===== src/alsp_pkg.sv =====
// constants, types and helpers for the ambient light parameter block
// assumes one 125 MHz clock and an internal register port behind the
// serial interface, which sits outside this block
// Functional notes
// - continuous conversion bit 1 enables, 0 disables; reset value disabled.
// - with offset compensation, measure offset first and subtract it.
// - each measurement averages two to the power of averaging field.
// - averaging field resets to binary 101, thirty-two conversions.
// - self-timed run keeps old settings until its mode is cycled.
// - ambient result high byte at 85h, low byte at 86h.
// - ambient result bytes read only; writes leave them unchanged.
// - proximity result high byte at 87h, low byte at 88h.
// - proximity result bytes read only; writes have no effect.
// - parameter register at 84h: cont 7, rate 6:4, offset 3, avg 2:0.
package alsp_pkg;
  localparam int          ADDR_W       = 8;
  localparam int          DATA_W       = 8;
  localparam int          RES_W        = 16;
  localparam int          AVG_W        = 3;
  localparam int          RATE_W       = 3;
  localparam int          CNT_W        = 8;
  localparam int          ACC_W        = RES_W + 7;
  localparam int          TMR_W        = 27;
  localparam logic [7:0]  ADDR_PARAM   = 8'h84;
  localparam logic [7:0]  ADDR_ALS_HI  = 8'h85;
  localparam logic [7:0]  ADDR_ALS_LO  = 8'h86;
  localparam logic [7:0]  ADDR_PROX_HI = 8'h87;
  localparam logic [7:0]  ADDR_PROX_LO = 8'h88;
  localparam logic [7:0]  PARAM_RESET  = 8'h05;
  localparam int          CONT_BIT     = 7;
  localparam int          RATE_LSB     = 4;
  localparam int          OFFS_BIT     = 3;
  localparam int          AVG_LSB      = 0;
  localparam int          RST_STAGES   = 2;
  localparam int          CLK_HZ       = 125_000_000;
  localparam int          BASE_PERIOD_S = 1;
  localparam int          RATE_BASE_CYC = BASE_PERIOD_S * CLK_HZ;

  typedef enum logic [1:0] {
    ALSP_IDLE   = 2'b00,
    ALSP_OFFSET = 2'b01,
    ALSP_CONV   = 2'b11,
    ALSP_DONE   = 2'b10
  } alsp_state_t;

  // number of single conversions for an averaging code
  function automatic logic [CNT_W-1:0] conv_count(
    input logic [AVG_W-1:0] avg
  );
    conv_count = CNT_W'(1) << avg;
  endfunction
endpackage


===== src/alsp_avg_if.sv =====
// carrier between the sequencer and the averaging unit
// assumes both ends share the block clock
`timescale 1ns/1ns
interface alsp_avg_if;
  logic                                 start;
  logic [alsp_pkg::AVG_W-1:0]           avg_sel;
  logic [alsp_pkg::RES_W-1:0]           offset;
  logic                                 sample_valid;
  logic [alsp_pkg::RES_W-1:0]           sample;
  logic                                 done;
  logic [alsp_pkg::RES_W-1:0]           result;

  modport seq (output start, avg_sel, offset, sample_valid, sample,
               input done, result);
  modport avg (input start, avg_sel, offset, sample_valid, sample,
               output done, result);
endinterface


===== src/alsp_top.sv =====
// ambient light parameter register, measurement sequencer and result regs
// assumes a serial-interface slave drives the register port one access
// per cycle, and the analogue front end answers conversion requests
`timescale 1ns/1ns
module alsp_top #(
  parameter int P_RATE_BASE_CYC = alsp_pkg::RATE_BASE_CYC
) (
  input  wire logic                          i_clk,
  input  wire logic                          i_nrst,
  input  wire logic [alsp_pkg::ADDR_W-1:0]   i_reg_addr,
  input  wire logic                          i_reg_wr,
  input  wire logic                          i_reg_rd,
  input  wire logic [alsp_pkg::DATA_W-1:0]   i_reg_wdata,
  output logic      [alsp_pkg::DATA_W-1:0]   o_reg_rdata,
  input  wire logic                          i_self_timed_en,
  input  wire logic                          i_od_start,
  input  wire logic                          i_conv_done,
  input  wire logic [alsp_pkg::RES_W-1:0]    i_conv_data,
  input  wire logic                          i_prox_valid,
  input  wire logic [alsp_pkg::RES_W-1:0]    i_prox_data,
  output logic                               o_conv_req,
  output logic                               o_conv_offset,
  output logic                               o_als_ready,
  output logic                               o_busy
);
  ////////////////////////////////////////////////////////////////////////
  // reset release
  logic [alsp_pkg::RST_STAGES-1:0] rst_sync_ff;
  logic                            rst_n;

  always_ff @(posedge i_clk or negedge i_nrst) begin
    if (!i_nrst) begin
      rst_sync_ff <= '0;
    end else begin
      rst_sync_ff <= {rst_sync_ff[alsp_pkg::RST_STAGES-2:0], 1'b1};
    end
  end
  assign rst_n = rst_sync_ff[alsp_pkg::RST_STAGES-1];

  ////////////////////////////////////////////////////////////////////////
  // register file
  logic [alsp_pkg::DATA_W-1:0] param_ff;
  logic [alsp_pkg::DATA_W-1:0] act_param_ff;
  logic [alsp_pkg::RES_W-1:0]  als_result_ff;
  logic [alsp_pkg::RES_W-1:0]  prox_result_ff;
  logic [alsp_pkg::DATA_W-1:0] rdata_ff;

  wire sel_param   = (i_reg_addr == alsp_pkg::ADDR_PARAM);
  wire sel_als_hi  = (i_reg_addr == alsp_pkg::ADDR_ALS_HI);
  wire sel_als_lo  = (i_reg_addr == alsp_pkg::ADDR_ALS_LO);
  wire sel_prox_hi = (i_reg_addr == alsp_pkg::ADDR_PROX_HI);
  wire sel_prox_lo = (i_reg_addr == alsp_pkg::ADDR_PROX_LO);
  wire param_wr    = i_reg_wr & sel_param;

  // unmapped addresses read as zero
  wire [alsp_pkg::DATA_W-1:0] nxt_rdata =
    sel_param   ? param_ff :
    sel_als_hi  ? als_result_ff[15:8] :
    sel_als_lo  ? als_result_ff[7:0] :
    sel_prox_hi ? prox_result_ff[15:8] :
    sel_prox_lo ? prox_result_ff[7:0] :
    8'h00;

  // settings are frozen while self-timed runs; re-enabling picks up
  // whatever was written meanwhile, since the copy tracks when off
  wire [alsp_pkg::DATA_W-1:0] nxt_act_param =
    i_self_timed_en ? act_param_ff : param_ff;

  wire                            act_cont = act_param_ff[alsp_pkg::CONT_BIT];
  wire                            act_offs = act_param_ff[alsp_pkg::OFFS_BIT];
  wire [alsp_pkg::RATE_W-1:0]     act_rate =
    act_param_ff[alsp_pkg::RATE_LSB +: alsp_pkg::RATE_W];
  wire [alsp_pkg::AVG_W-1:0]      act_avg  =
    act_param_ff[alsp_pkg::AVG_LSB +: alsp_pkg::AVG_W];

  alsp_avg_if avg_bus ();

  always_ff @(posedge i_clk or negedge rst_n) begin
    if (!rst_n) begin
      param_ff       <= alsp_pkg::PARAM_RESET;
      act_param_ff   <= alsp_pkg::PARAM_RESET;
      als_result_ff  <= '0;
      prox_result_ff <= '0;
      rdata_ff       <= '0;
    end else begin
      if (param_wr) begin
        param_ff <= i_reg_wdata;
      end
      act_param_ff <= nxt_act_param;
      if (i_reg_rd) begin
        rdata_ff <= nxt_rdata;
      end
      // result registers change only from measurements
      if (avg_bus.done) begin
        als_result_ff <= avg_bus.result;
      end
      if (i_prox_valid) begin
        prox_result_ff <= i_prox_data;
      end
    end
  end

  ////////////////////////////////////////////////////////////////////////
  // self-timed rate timer: base period halves with each rate code
  logic [alsp_pkg::TMR_W-1:0] tmr_ff;

  wire [alsp_pkg::TMR_W-1:0] base_cyc   = alsp_pkg::TMR_W'(P_RATE_BASE_CYC);
  wire [alsp_pkg::TMR_W-1:0] tmr_reload = (base_cyc >> act_rate) - 27'h1;
  wire                       tmr_hit    = i_self_timed_en &&
                                          (tmr_ff == '0);

  always_ff @(posedge i_clk or negedge rst_n) begin
    if (!rst_n) begin
      tmr_ff <= '0;
    end else if (!i_self_timed_en || tmr_hit) begin
      tmr_ff <= tmr_reload;
    end else begin
      tmr_ff <= tmr_ff - 27'h1;
    end
  end

  ////////////////////////////////////////////////////////////////////////
  // measurement sequencer
  alsp_pkg::alsp_state_t       state_ff;
  alsp_pkg::alsp_state_t       nxt_state;
  logic [alsp_pkg::RES_W-1:0]  offset_ff;

  // continuous mode restarts on its own only outside self-timed mode
  wire cont_go = act_cont & ~i_self_timed_en;
  wire go      = tmr_hit | i_od_start | cont_go;

  always_comb begin
    nxt_state = state_ff;
    case (state_ff)
      alsp_pkg::ALSP_IDLE: begin
        if (go) begin
          nxt_state = act_offs ? alsp_pkg::ALSP_OFFSET
                               : alsp_pkg::ALSP_CONV;
        end
      end
      alsp_pkg::ALSP_OFFSET: begin
        if (i_conv_done) begin
          nxt_state = alsp_pkg::ALSP_CONV;
        end
      end
      alsp_pkg::ALSP_CONV: begin
        if (avg_bus.done) begin
          nxt_state = alsp_pkg::ALSP_DONE;
        end
      end
      alsp_pkg::ALSP_DONE: begin
        nxt_state = alsp_pkg::ALSP_IDLE;
      end
      default: begin
        nxt_state = alsp_pkg::ALSP_IDLE;
      end
    endcase
  end

  wire enter_conv = (nxt_state == alsp_pkg::ALSP_CONV) &&
                    (state_ff != alsp_pkg::ALSP_CONV);

  always_ff @(posedge i_clk or negedge rst_n) begin
    if (!rst_n) begin
      state_ff  <= alsp_pkg::ALSP_IDLE;
      offset_ff <= '0;
    end else begin
      state_ff <= nxt_state;
      if (state_ff == alsp_pkg::ALSP_IDLE && go) begin
        offset_ff <= '0;
      end else if (state_ff == alsp_pkg::ALSP_OFFSET && i_conv_done) begin
        offset_ff <= i_conv_data;
      end
    end
  end

  assign avg_bus.start        = enter_conv;
  assign avg_bus.avg_sel      = act_avg;
  assign avg_bus.offset       = offset_ff;
  assign avg_bus.sample_valid = (state_ff == alsp_pkg::ALSP_CONV) &
                                i_conv_done;
  assign avg_bus.sample       = i_conv_data;

  alsp_avg u_avg (
    .i_clk   (i_clk),
    .i_rst_n (rst_n),
    .bus     (avg_bus)
  );

  assign o_reg_rdata   = rdata_ff;
  // drop the request once the last sample is in, otherwise the front end
  // starts a spare conversion while the average settles
  assign o_conv_req    = ((state_ff == alsp_pkg::ALSP_OFFSET) ||
                          (state_ff == alsp_pkg::ALSP_CONV)) &&
                         !avg_bus.done;
  assign o_conv_offset = (state_ff == alsp_pkg::ALSP_OFFSET);
  assign o_als_ready   = (state_ff == alsp_pkg::ALSP_DONE);
  assign o_busy        = (state_ff != alsp_pkg::ALSP_IDLE);

  ////////////////////////////////////////////////////////////////////////
  // checks
  AST_PARAM_RESET: assert property (@(posedge i_clk)
    $rose(rst_n) |-> param_ff == alsp_pkg::PARAM_RESET)
    else $error("parameter register reset value wrong");
  AST_CONT_RESET_OFF: assert property (@(posedge i_clk)
    $rose(rst_n) |-> !param_ff[alsp_pkg::CONT_BIT] && !cont_go)
    else $error("continuous mode on after reset");
  AST_PARAM_WRITE: assert property (
    @(posedge i_clk) disable iff (!rst_n)
    param_wr |=> param_ff == $past(i_reg_wdata))
    else $error("parameter write not stored");
  AST_FROZEN_PARAMS: assert property (
    @(posedge i_clk) disable iff (!rst_n)
    i_self_timed_en && $past(i_self_timed_en) |-> $stable(act_param_ff))
    else $error("settings changed during self-timed run");
  AST_ALS_READ_HI: assert property (
    @(posedge i_clk) disable iff (!rst_n)
    i_reg_rd && sel_als_hi |=> o_reg_rdata == $past(als_result_ff[15:8]))
    else $error("ambient high byte read wrong");
  AST_ALS_RO: assert property (
    @(posedge i_clk) disable iff (!rst_n)
    i_reg_wr && (sel_als_hi || sel_als_lo) && !avg_bus.done
    |=> $stable(als_result_ff))
    else $error("write changed ambient result");
  AST_PROX_READ_LO: assert property (
    @(posedge i_clk) disable iff (!rst_n)
    i_reg_rd && sel_prox_lo |=> o_reg_rdata == $past(prox_result_ff[7:0]))
    else $error("proximity low byte read wrong");
  AST_PROX_RO: assert property (
    @(posedge i_clk) disable iff (!rst_n)
    i_reg_wr && (sel_prox_hi || sel_prox_lo) && !i_prox_valid
    |=> $stable(prox_result_ff))
    else $error("write changed proximity result");
  AST_OFFSET_FIRST: assert property (
    @(posedge i_clk) disable iff (!rst_n)
    state_ff == alsp_pkg::ALSP_IDLE && go && act_offs
    |=> o_conv_offset)
    else $error("offset not measured before ambient run");
  AST_RATE_RELOAD: assert property (
    @(posedge i_clk) disable iff (!rst_n)
    tmr_hit |=> tmr_ff == $past(tmr_reload))
    else $error("rate timer reload wrong");

  COV_OFFSET_RUN: cover property (@(posedge i_clk) disable iff (!rst_n)
    o_conv_offset ##[1:300] o_als_ready);
  COV_SELF_TIMED: cover property (@(posedge i_clk) disable iff (!rst_n)
    tmr_hit ##1 o_busy);
  COV_CONT_BACK: cover property (@(posedge i_clk) disable iff (!rst_n)
    cont_go && o_als_ready ##1 (state_ff == alsp_pkg::ALSP_IDLE) ##1 o_busy);
endmodule


===== src/alsp_avg.sv =====
// averaging unit: sums 2^n conversions, divides, removes the offset
// assumes start is never raised while a run is busy
`timescale 1ns/1ns
module alsp_avg (
  input  wire logic   i_clk,
  input  wire logic   i_rst_n,
  alsp_avg_if.avg     bus
);
  logic                               busy_ff;
  logic [alsp_pkg::CNT_W-1:0]         cnt_ff;
  logic [alsp_pkg::ACC_W-1:0]         acc_ff;
  logic                               done_ff;
  logic [alsp_pkg::RES_W-1:0]         result_ff;
  logic [alsp_pkg::AVG_W-1:0]         avg_ff;

  wire                                take     = busy_ff & bus.sample_valid;
  wire [alsp_pkg::CNT_W-1:0]          nxt_cnt  = cnt_ff + 8'h01;
  wire [alsp_pkg::ACC_W-1:0]          nxt_acc  =
    acc_ff + alsp_pkg::ACC_W'(bus.sample);
  wire                                last     =
    take & (nxt_cnt == alsp_pkg::conv_count(avg_ff));
  wire [alsp_pkg::ACC_W-1:0]          mean_w   = nxt_acc >> avg_ff;
  // offset above the mean clips to zero rather than wrapping
  wire [alsp_pkg::RES_W-1:0]          nxt_result =
    (mean_w[alsp_pkg::RES_W-1:0] > bus.offset) ?
    mean_w[alsp_pkg::RES_W-1:0] - bus.offset : 16'h0000;

  always_ff @(posedge i_clk or negedge i_rst_n) begin
    if (!i_rst_n) begin
      busy_ff   <= 1'b0;
      cnt_ff    <= '0;
      acc_ff    <= '0;
      done_ff   <= 1'b0;
      result_ff <= '0;
      avg_ff    <= '0;
    end else begin
      done_ff <= last;
      if (bus.start) begin
        busy_ff <= 1'b1;
        cnt_ff  <= '0;
        acc_ff  <= '0;
        avg_ff  <= bus.avg_sel;
      end else if (take) begin
        cnt_ff  <= nxt_cnt;
        acc_ff  <= nxt_acc;
        if (last) begin
          busy_ff   <= 1'b0;
          result_ff <= nxt_result;
        end
      end
    end
  end

  assign bus.done   = done_ff;
  assign bus.result = result_ff;

  AST_AVG_LAST_DONE: assert property (
    @(posedge i_clk) disable iff (!i_rst_n)
    last |=> done_ff && !busy_ff)
    else $error("average not finished after last conversion");
  AST_AVG_COUNT: assert property (
    @(posedge i_clk) disable iff (!i_rst_n)
    $rose(done_ff) |-> $past(nxt_cnt) == alsp_pkg::conv_count(avg_ff))
    else $error("wrong number of conversions averaged");
endmodule


===== config.mk =====
export PLATFORM = sky130hd
export DESIGN_NAME = alsp_top
export DESIGN_NICKNAME = d
export VERILOG_FILES = /design/src/alsp_pkg.sv /design/src/alsp_avg_if.sv /design/src/alsp_top.sv /design/src/alsp_avg.sv
export SDC_FILE = /design/constraint.sdc
export NUM_CORES = 1
export LEC_CHECK = 0
export BUFFER_PORTS_ARGS = -buffer_cell sky130_fd_sc_hd__buf_2
export CORE_ASPECT_RATIO = 0.75
export CORE_MARGIN = 2
export CORE_UTILIZATION = 37
export CTS_BUF_LIST = sky130_fd_sc_hd__clkbuf_8
export DETAILED_ROUTE_END_ITERATION = 12
export HOLD_SLACK_MARGIN = 0.02
export PLACE_DENSITY = 0.52
export SYNTH_ARGS = -nofsm -noshare
export SYNTH_HDL_FRONTEND = slang
export SYNTH_SLANG_ARGS = --single-unit

===== constraint.sdc =====
create_clock -name i_clk -period 12.3 [get_ports i_clk]
set_input_delay 3.69 -clock i_clk [delete_from_list [all_inputs] [get_ports i_clk]]
set_output_delay 3.69 -clock i_clk [all_outputs]
set_load 0.1 [all_outputs]

==> results.txt <==
* Run status: completed
* Clock share of power: 14.1%
- For flop-to-flop paths, the worst setup slack is ~7.0 ns.
- For this run, global-route usage on met1 was measured as about 31%.
- In this run the cell area of the synthesized design comes to roughly 10000 um2.
- For this configuration, the core starts out at a cell density of a little under two fifths.
- Global-route met3 utilization: about 5%
- 0 antenna diodes ended up in the layout.
* Initial DRC Count: 552
- Syn Area/Cell: approximately 9.0 um2
- Crit path capture type: register
- Worst max-slew margin expressed relative to the limit: between 30% and 40%
- In this run the horizontal extent of the chip is ~190 um.
* Clock buffer count from CTS: 17
- Category of the worst setup path launch point: input port
* Layer carrying the most global-route usage: met1
- Peak fanout along the critical path: 16
- In the global route stage, met2 resource usage came out at around a quarter.
- Vias per cell: roughly 5.5
* Warnings, synthesis: 0
- The floorplan step defined a core boundary enclosing 26100 um2.
* Total of flip-flops plus latches after synthesis: between 150 and 200
- The post-route netlist has approximately 17% of its cells at a drive strength greater than 1.
- Across every metal layer, demand over resource in global routing totals about a fifth.
* Cell at the root of the clock tree: sky130_fd_sc_hd__clkbuf_8
* Number of hold buffers added after CTS: 0
- For this block, the via count after detailed routing is 8187.
- Final instance area: between 10000 and 15000 um2
- Relative to the synthesized area, the layout overhead comes to 9.947%.
- Post-detail-place hpwl: 19500 um
* PostCTS Resize Cnt: 0
- Remaining DRCs: 0
- Leakage power: roughly 0.0047 uW
- The worst setup path is of the input port to register kind.
- Synthesis produced a netlist with a net count of around 1200.
- The die covers ~28000 um2.
- Count of pins on the block boundary: slightly below 70
- Following the worst setup path forward leads to its endpoint at u_avg.bus.result[3].
* Fraction of power consumed by sequential logic: between 20% and 30%
- Count of final hold-check violations: 0
* Pin count of the biggest net entering global routing: between 70 and 80
- Of all flip-flops after synthesis, the portion carrying an async set or reset was 100.0%.
- Sequential cells were found to cover between 30% and 40% of the synthesized design area.
* Clock tree from TritonCTS: yes
- EDFF count, synth: 0
* Slew at the pin closest to its max-slew limit: 1.024 ns
- Die span in y: 145.7 um
* Timing startpoint of the critical path: i_conv_data[2]
- Most frequent cells in the layout: 150 x sky130_fd_sc_hd__dfrtp_1, 145 x sky130_fd_sc_hd__nand2_1, 105 x sky130_fd_sc_hd__nor2_1
- Internal power comes to around 1400 uW.
* Depth of the worst register-to-register path: 17
- The number of setup buffers added after CTS is 0.
* H-tree depth reported by CTS: 4
- For this run, the leading register cell type out of synthesis is sky130_fd_sc_hd__dfrtp_1.
* Total Negative Setup Slacks: 0 ns
* Clock transition at the registers of the reported paths: 0.09 ns
- Crit share post-route: between 60 and 70%
- Longest Clk Path Bufs: 2
* Post-detailed-route count of antenna-violating nets: 0
* Reg-to-reg critical path endpoint: u_avg.bus.result[3]
- Final critical path time including I/O delays and setup: 8.267 ns
* Vias in the first global route: between 7000 and 8000
* Critical path data arrival time: between 8 and 9 ns
- Setup repair after global routing missed its margin: no
* Aggregate routed wire length: 26670 um
- Number of rows in the core area: 51
- Fmax: around 0.12 GHz
- Max-cap violations in this run came to 0.
* Maximum vdd ir drop: 0.1633 mV
- Path type of the worst min-delay path: register to register
- Largest clock skew in the final design: ~0.012 ns
- Synthesized instance count: approximately 1100
- In this run the power density over the cells is approximately 240 nW/um2.
* Input/output buffers: 67
* Switching Share: between 40% and 50%
- The first global-routing pass estimated ~43000 um of wire.
* Number of setup violations in the final report: 0
- The number of pins exceeding their max-slew limit in the final report is 0.
- The later pin in the worst-skew pair is clocked with a latency of around 0.47 ns.
- The synthesized netlist contains 77 unique library cells.
- Leading cell type in the layout, fill and taps excluded: sky130_fd_sc_hd__dfrtp_1
- Net switching component of the power: about 1200 uW
* Post-DR wirelength/cell: around 18 um
* WP data required: 12.67 ns
* Placer Congestion: 0.8660
- The worst register-to-register path begins at u_avg.acc_ff[2].
- CTS saw 155 sinks.
* Count of nets after finishing: approximately 1200
* Cell area reported after detailed placement: 10530 um2
* Drt first pass iters: 5
- Combinational group share of total power: between 50% and 60%
* Final global-route overflow total: 0
- The initial antenna violation count is 0.
==> area by class of cell <==
| class | instances | area (um2) |
|---|---|---|
| Fill cell | 2634 | 15210 |
| Multi-Input combinational cell | 854 | 5647 |
| Sequential cell | 155 | 3887 |
| Timing Repair Buffer | 80 | 432.9 |
| Tap cell | 344 | 430.4 |
| Clock buffer | 19 | 261.5 |
| Inverter | 35 | 131.4 |
| Clock inverter | 13 | 93.84 |
==> cells in the mapped netlist (5+ instances only) <==
master                       n  area (um2)
sky130_fd_sc_hd__dfrtp_1   151        3779
sky130_fd_sc_hd__nand2_1   145       544.3
sky130_fd_sc_hd__nor2_1    105       394.1
sky130_fd_sc_hd__a21oi_1    80       400.4
sky130_fd_sc_hd__o21ai_0    66       330.3
sky130_fd_sc_hd__mux2_2     56       630.6
sky130_fd_sc_hd__clkbuf_1   43       161.4
sky130_fd_sc_hd__xnor2_1    42       367.9
sky130_fd_sc_hd__ha_1       41       513.0
sky130_fd_sc_hd__inv_1      33       123.9
sky130_fd_sc_hd__nor3_1     27       135.1
sky130_fd_sc_hd__xor2_1     27       236.5
sky130_fd_sc_hd__mux2i_1    18       180.2
sky130_fd_sc_hd__a31oi_1    15       93.84
sky130_fd_sc_hd__nand3_1    15       75.07
sky130_fd_sc_hd__nand4_1    15       93.84
sky130_fd_sc_hd__nand2b_1   14       87.58
sky130_fd_sc_hd__a211oi_1   11       82.58
sky130_fd_sc_hd__o211ai_1   11       82.58
sky130_fd_sc_hd__a21o_1     10       75.07
sky130_fd_sc_hd__or3_1      10       62.56
sky130_fd_sc_hd__a22o_1      9       78.83
sky130_fd_sc_hd__a22oi_1     9       67.56
sky130_fd_sc_hd__nor4_1      9       56.30
sky130_fd_sc_hd__nor2b_1     8       50.05
sky130_fd_sc_hd__o21a_1      8       60.06
sky130_fd_sc_hd__o31ai_1     8       60.06
sky130_fd_sc_hd__buf_1       7       26.28
sky130_fd_sc_hd__and3_1      6       37.54
sky130_fd_sc_hd__buf_2       6       30.03
sky130_fd_sc_hd__nand3b_1    6       45.04
sky130_fd_sc_hd__and2_1      5       31.28
sky130_fd_sc_hd__mux4_2      5       112.6
==> state kept, by name (all words and copies together), names as in the netlist <==
register and flops:
prox_result_ff 16, tmr_ff 27, state_ff 2, u_avg.acc_ff 23, als_result_ff 16, u_avg.busy_ff 1, u_avg.bus.done 1, u_avg.bus.result 16
o_reg_rdata 8, u_avg.avg_ff 3, u_avg.cnt_ff 8, act_param_ff 8, rst_sync_ff 2, param_ff 8, avg_bus.offset 16
==> worst max-delay path: stages <==
cell and delay, ns:
sky130_fd_sc_hd__buf_2 0.11, sky130_fd_sc_hd__ha_1 0.35, sky130_fd_sc_hd__o211ai_1 0.11, sky130_fd_sc_hd__o21ai_0 0.53, sky130_fd_sc_hd__a31oi_1 0.20, sky130_fd_sc_hd__xnor2_1 0.28, sky130_fd_sc_hd__a21oi_1 0.15, sky130_fd_sc_hd__mux4_2 0.47
sky130_fd_sc_hd__ha_1 0.22, sky130_fd_sc_hd__fa_1 0.41, sky130_fd_sc_hd__nor2b_1 0.12, sky130_fd_sc_hd__o21ai_0 0.11, sky130_fd_sc_hd__a21boi_0 0.38, sky130_fd_sc_hd__o41ai_1 0.18, sky130_fd_sc_hd__o31a_1 0.36, sky130_fd_sc_hd__o21ai_0 0.18
sky130_fd_sc_hd__nand3b_1 0.41, sky130_fd_sc_hd__o31ai_1 0.38
==> cell families (layout without fill, tap and decap cells) <==
group,count (synthesis),after routing,synth area share (%)
mux,79,79,9.328
buf+inv,95,147,3.867
compound gates,274,274,17.54
xor+xnor,69,69,6.105
other cells,1,1,0.03788
simple gates,388,388,18.30
fa+ha+maj,43,43,5.586
flops,155,155,39.23
==> power by group through the flow <==
| stage | sequential [uW] | clock (uW) | combinational [uW] |
|---|---|---|---|
| 5_1_grt | 736 | 401 | 1690 |
| 2_1_floorplan | 702 | 0 | 1170 |
| 3_5_place_dp | 729 | 0 | 1500 |
| 3_3_place_gp | 727 | 0 | 1500 |
| 4_1_cts | 720 | 378 | 1510 |
| 6_report | 718 | 368 | 1510 |
==> worst min-delay path by stage <==
stage | endpoint | slack (ns) | cells past startpoint | from
2_1_floorplan | rst_sync_ff[1] | 0.33 | 0 | rst_sync_ff[0]
3_3_place_gp | rst_sync_ff[1] | 0.34 | 0 | rst_sync_ff[0]
3_5_place_dp | rst_sync_ff[1] | 0.35 | 0 | rst_sync_ff[0]
4_1_cts | rst_sync_ff[1] | 0.37 | 0 | rst_sync_ff[0]
5_1_grt | rst_sync_ff[1] | 0.38 | 0 | rst_sync_ff[0]
6_report | rst_sync_ff[1] | 0.37 | 0 | rst_sync_ff[0]
==> metal layers <==
| metal | part of all wire, % | wire length (um) |
|---|---|---|
| met5 | 0 | 0 |
| met3 | 6.0 | 1596 |
| met1 | 53 | 14260 |
| met2 | 40 | 10650 |
| met4 | 0.60 | 159 |
==> metrics by stage <==
stage / hold WS, ns / power [uW] / worst slack, ns / utilization [%] / std cells
floorplan: 0.3312 / 1868 / 4.487 / - / 1104
global placement: 0.3359 / 2227 / 3.662 / 40.34 / 1468
detailed placement: 0.3479 / 2224 / 3.588 / 40.34 / 1468
CTS: 0.3693 / 2604 / 4.082 / 41.70 / 1500
global route: 0.3828 / 2823 / 3.569 / 41.70 / 1500
finish: 0.3660 / 2599 / 4.033 / 41.70 / 1500
(Power assumes the default switching activity.)
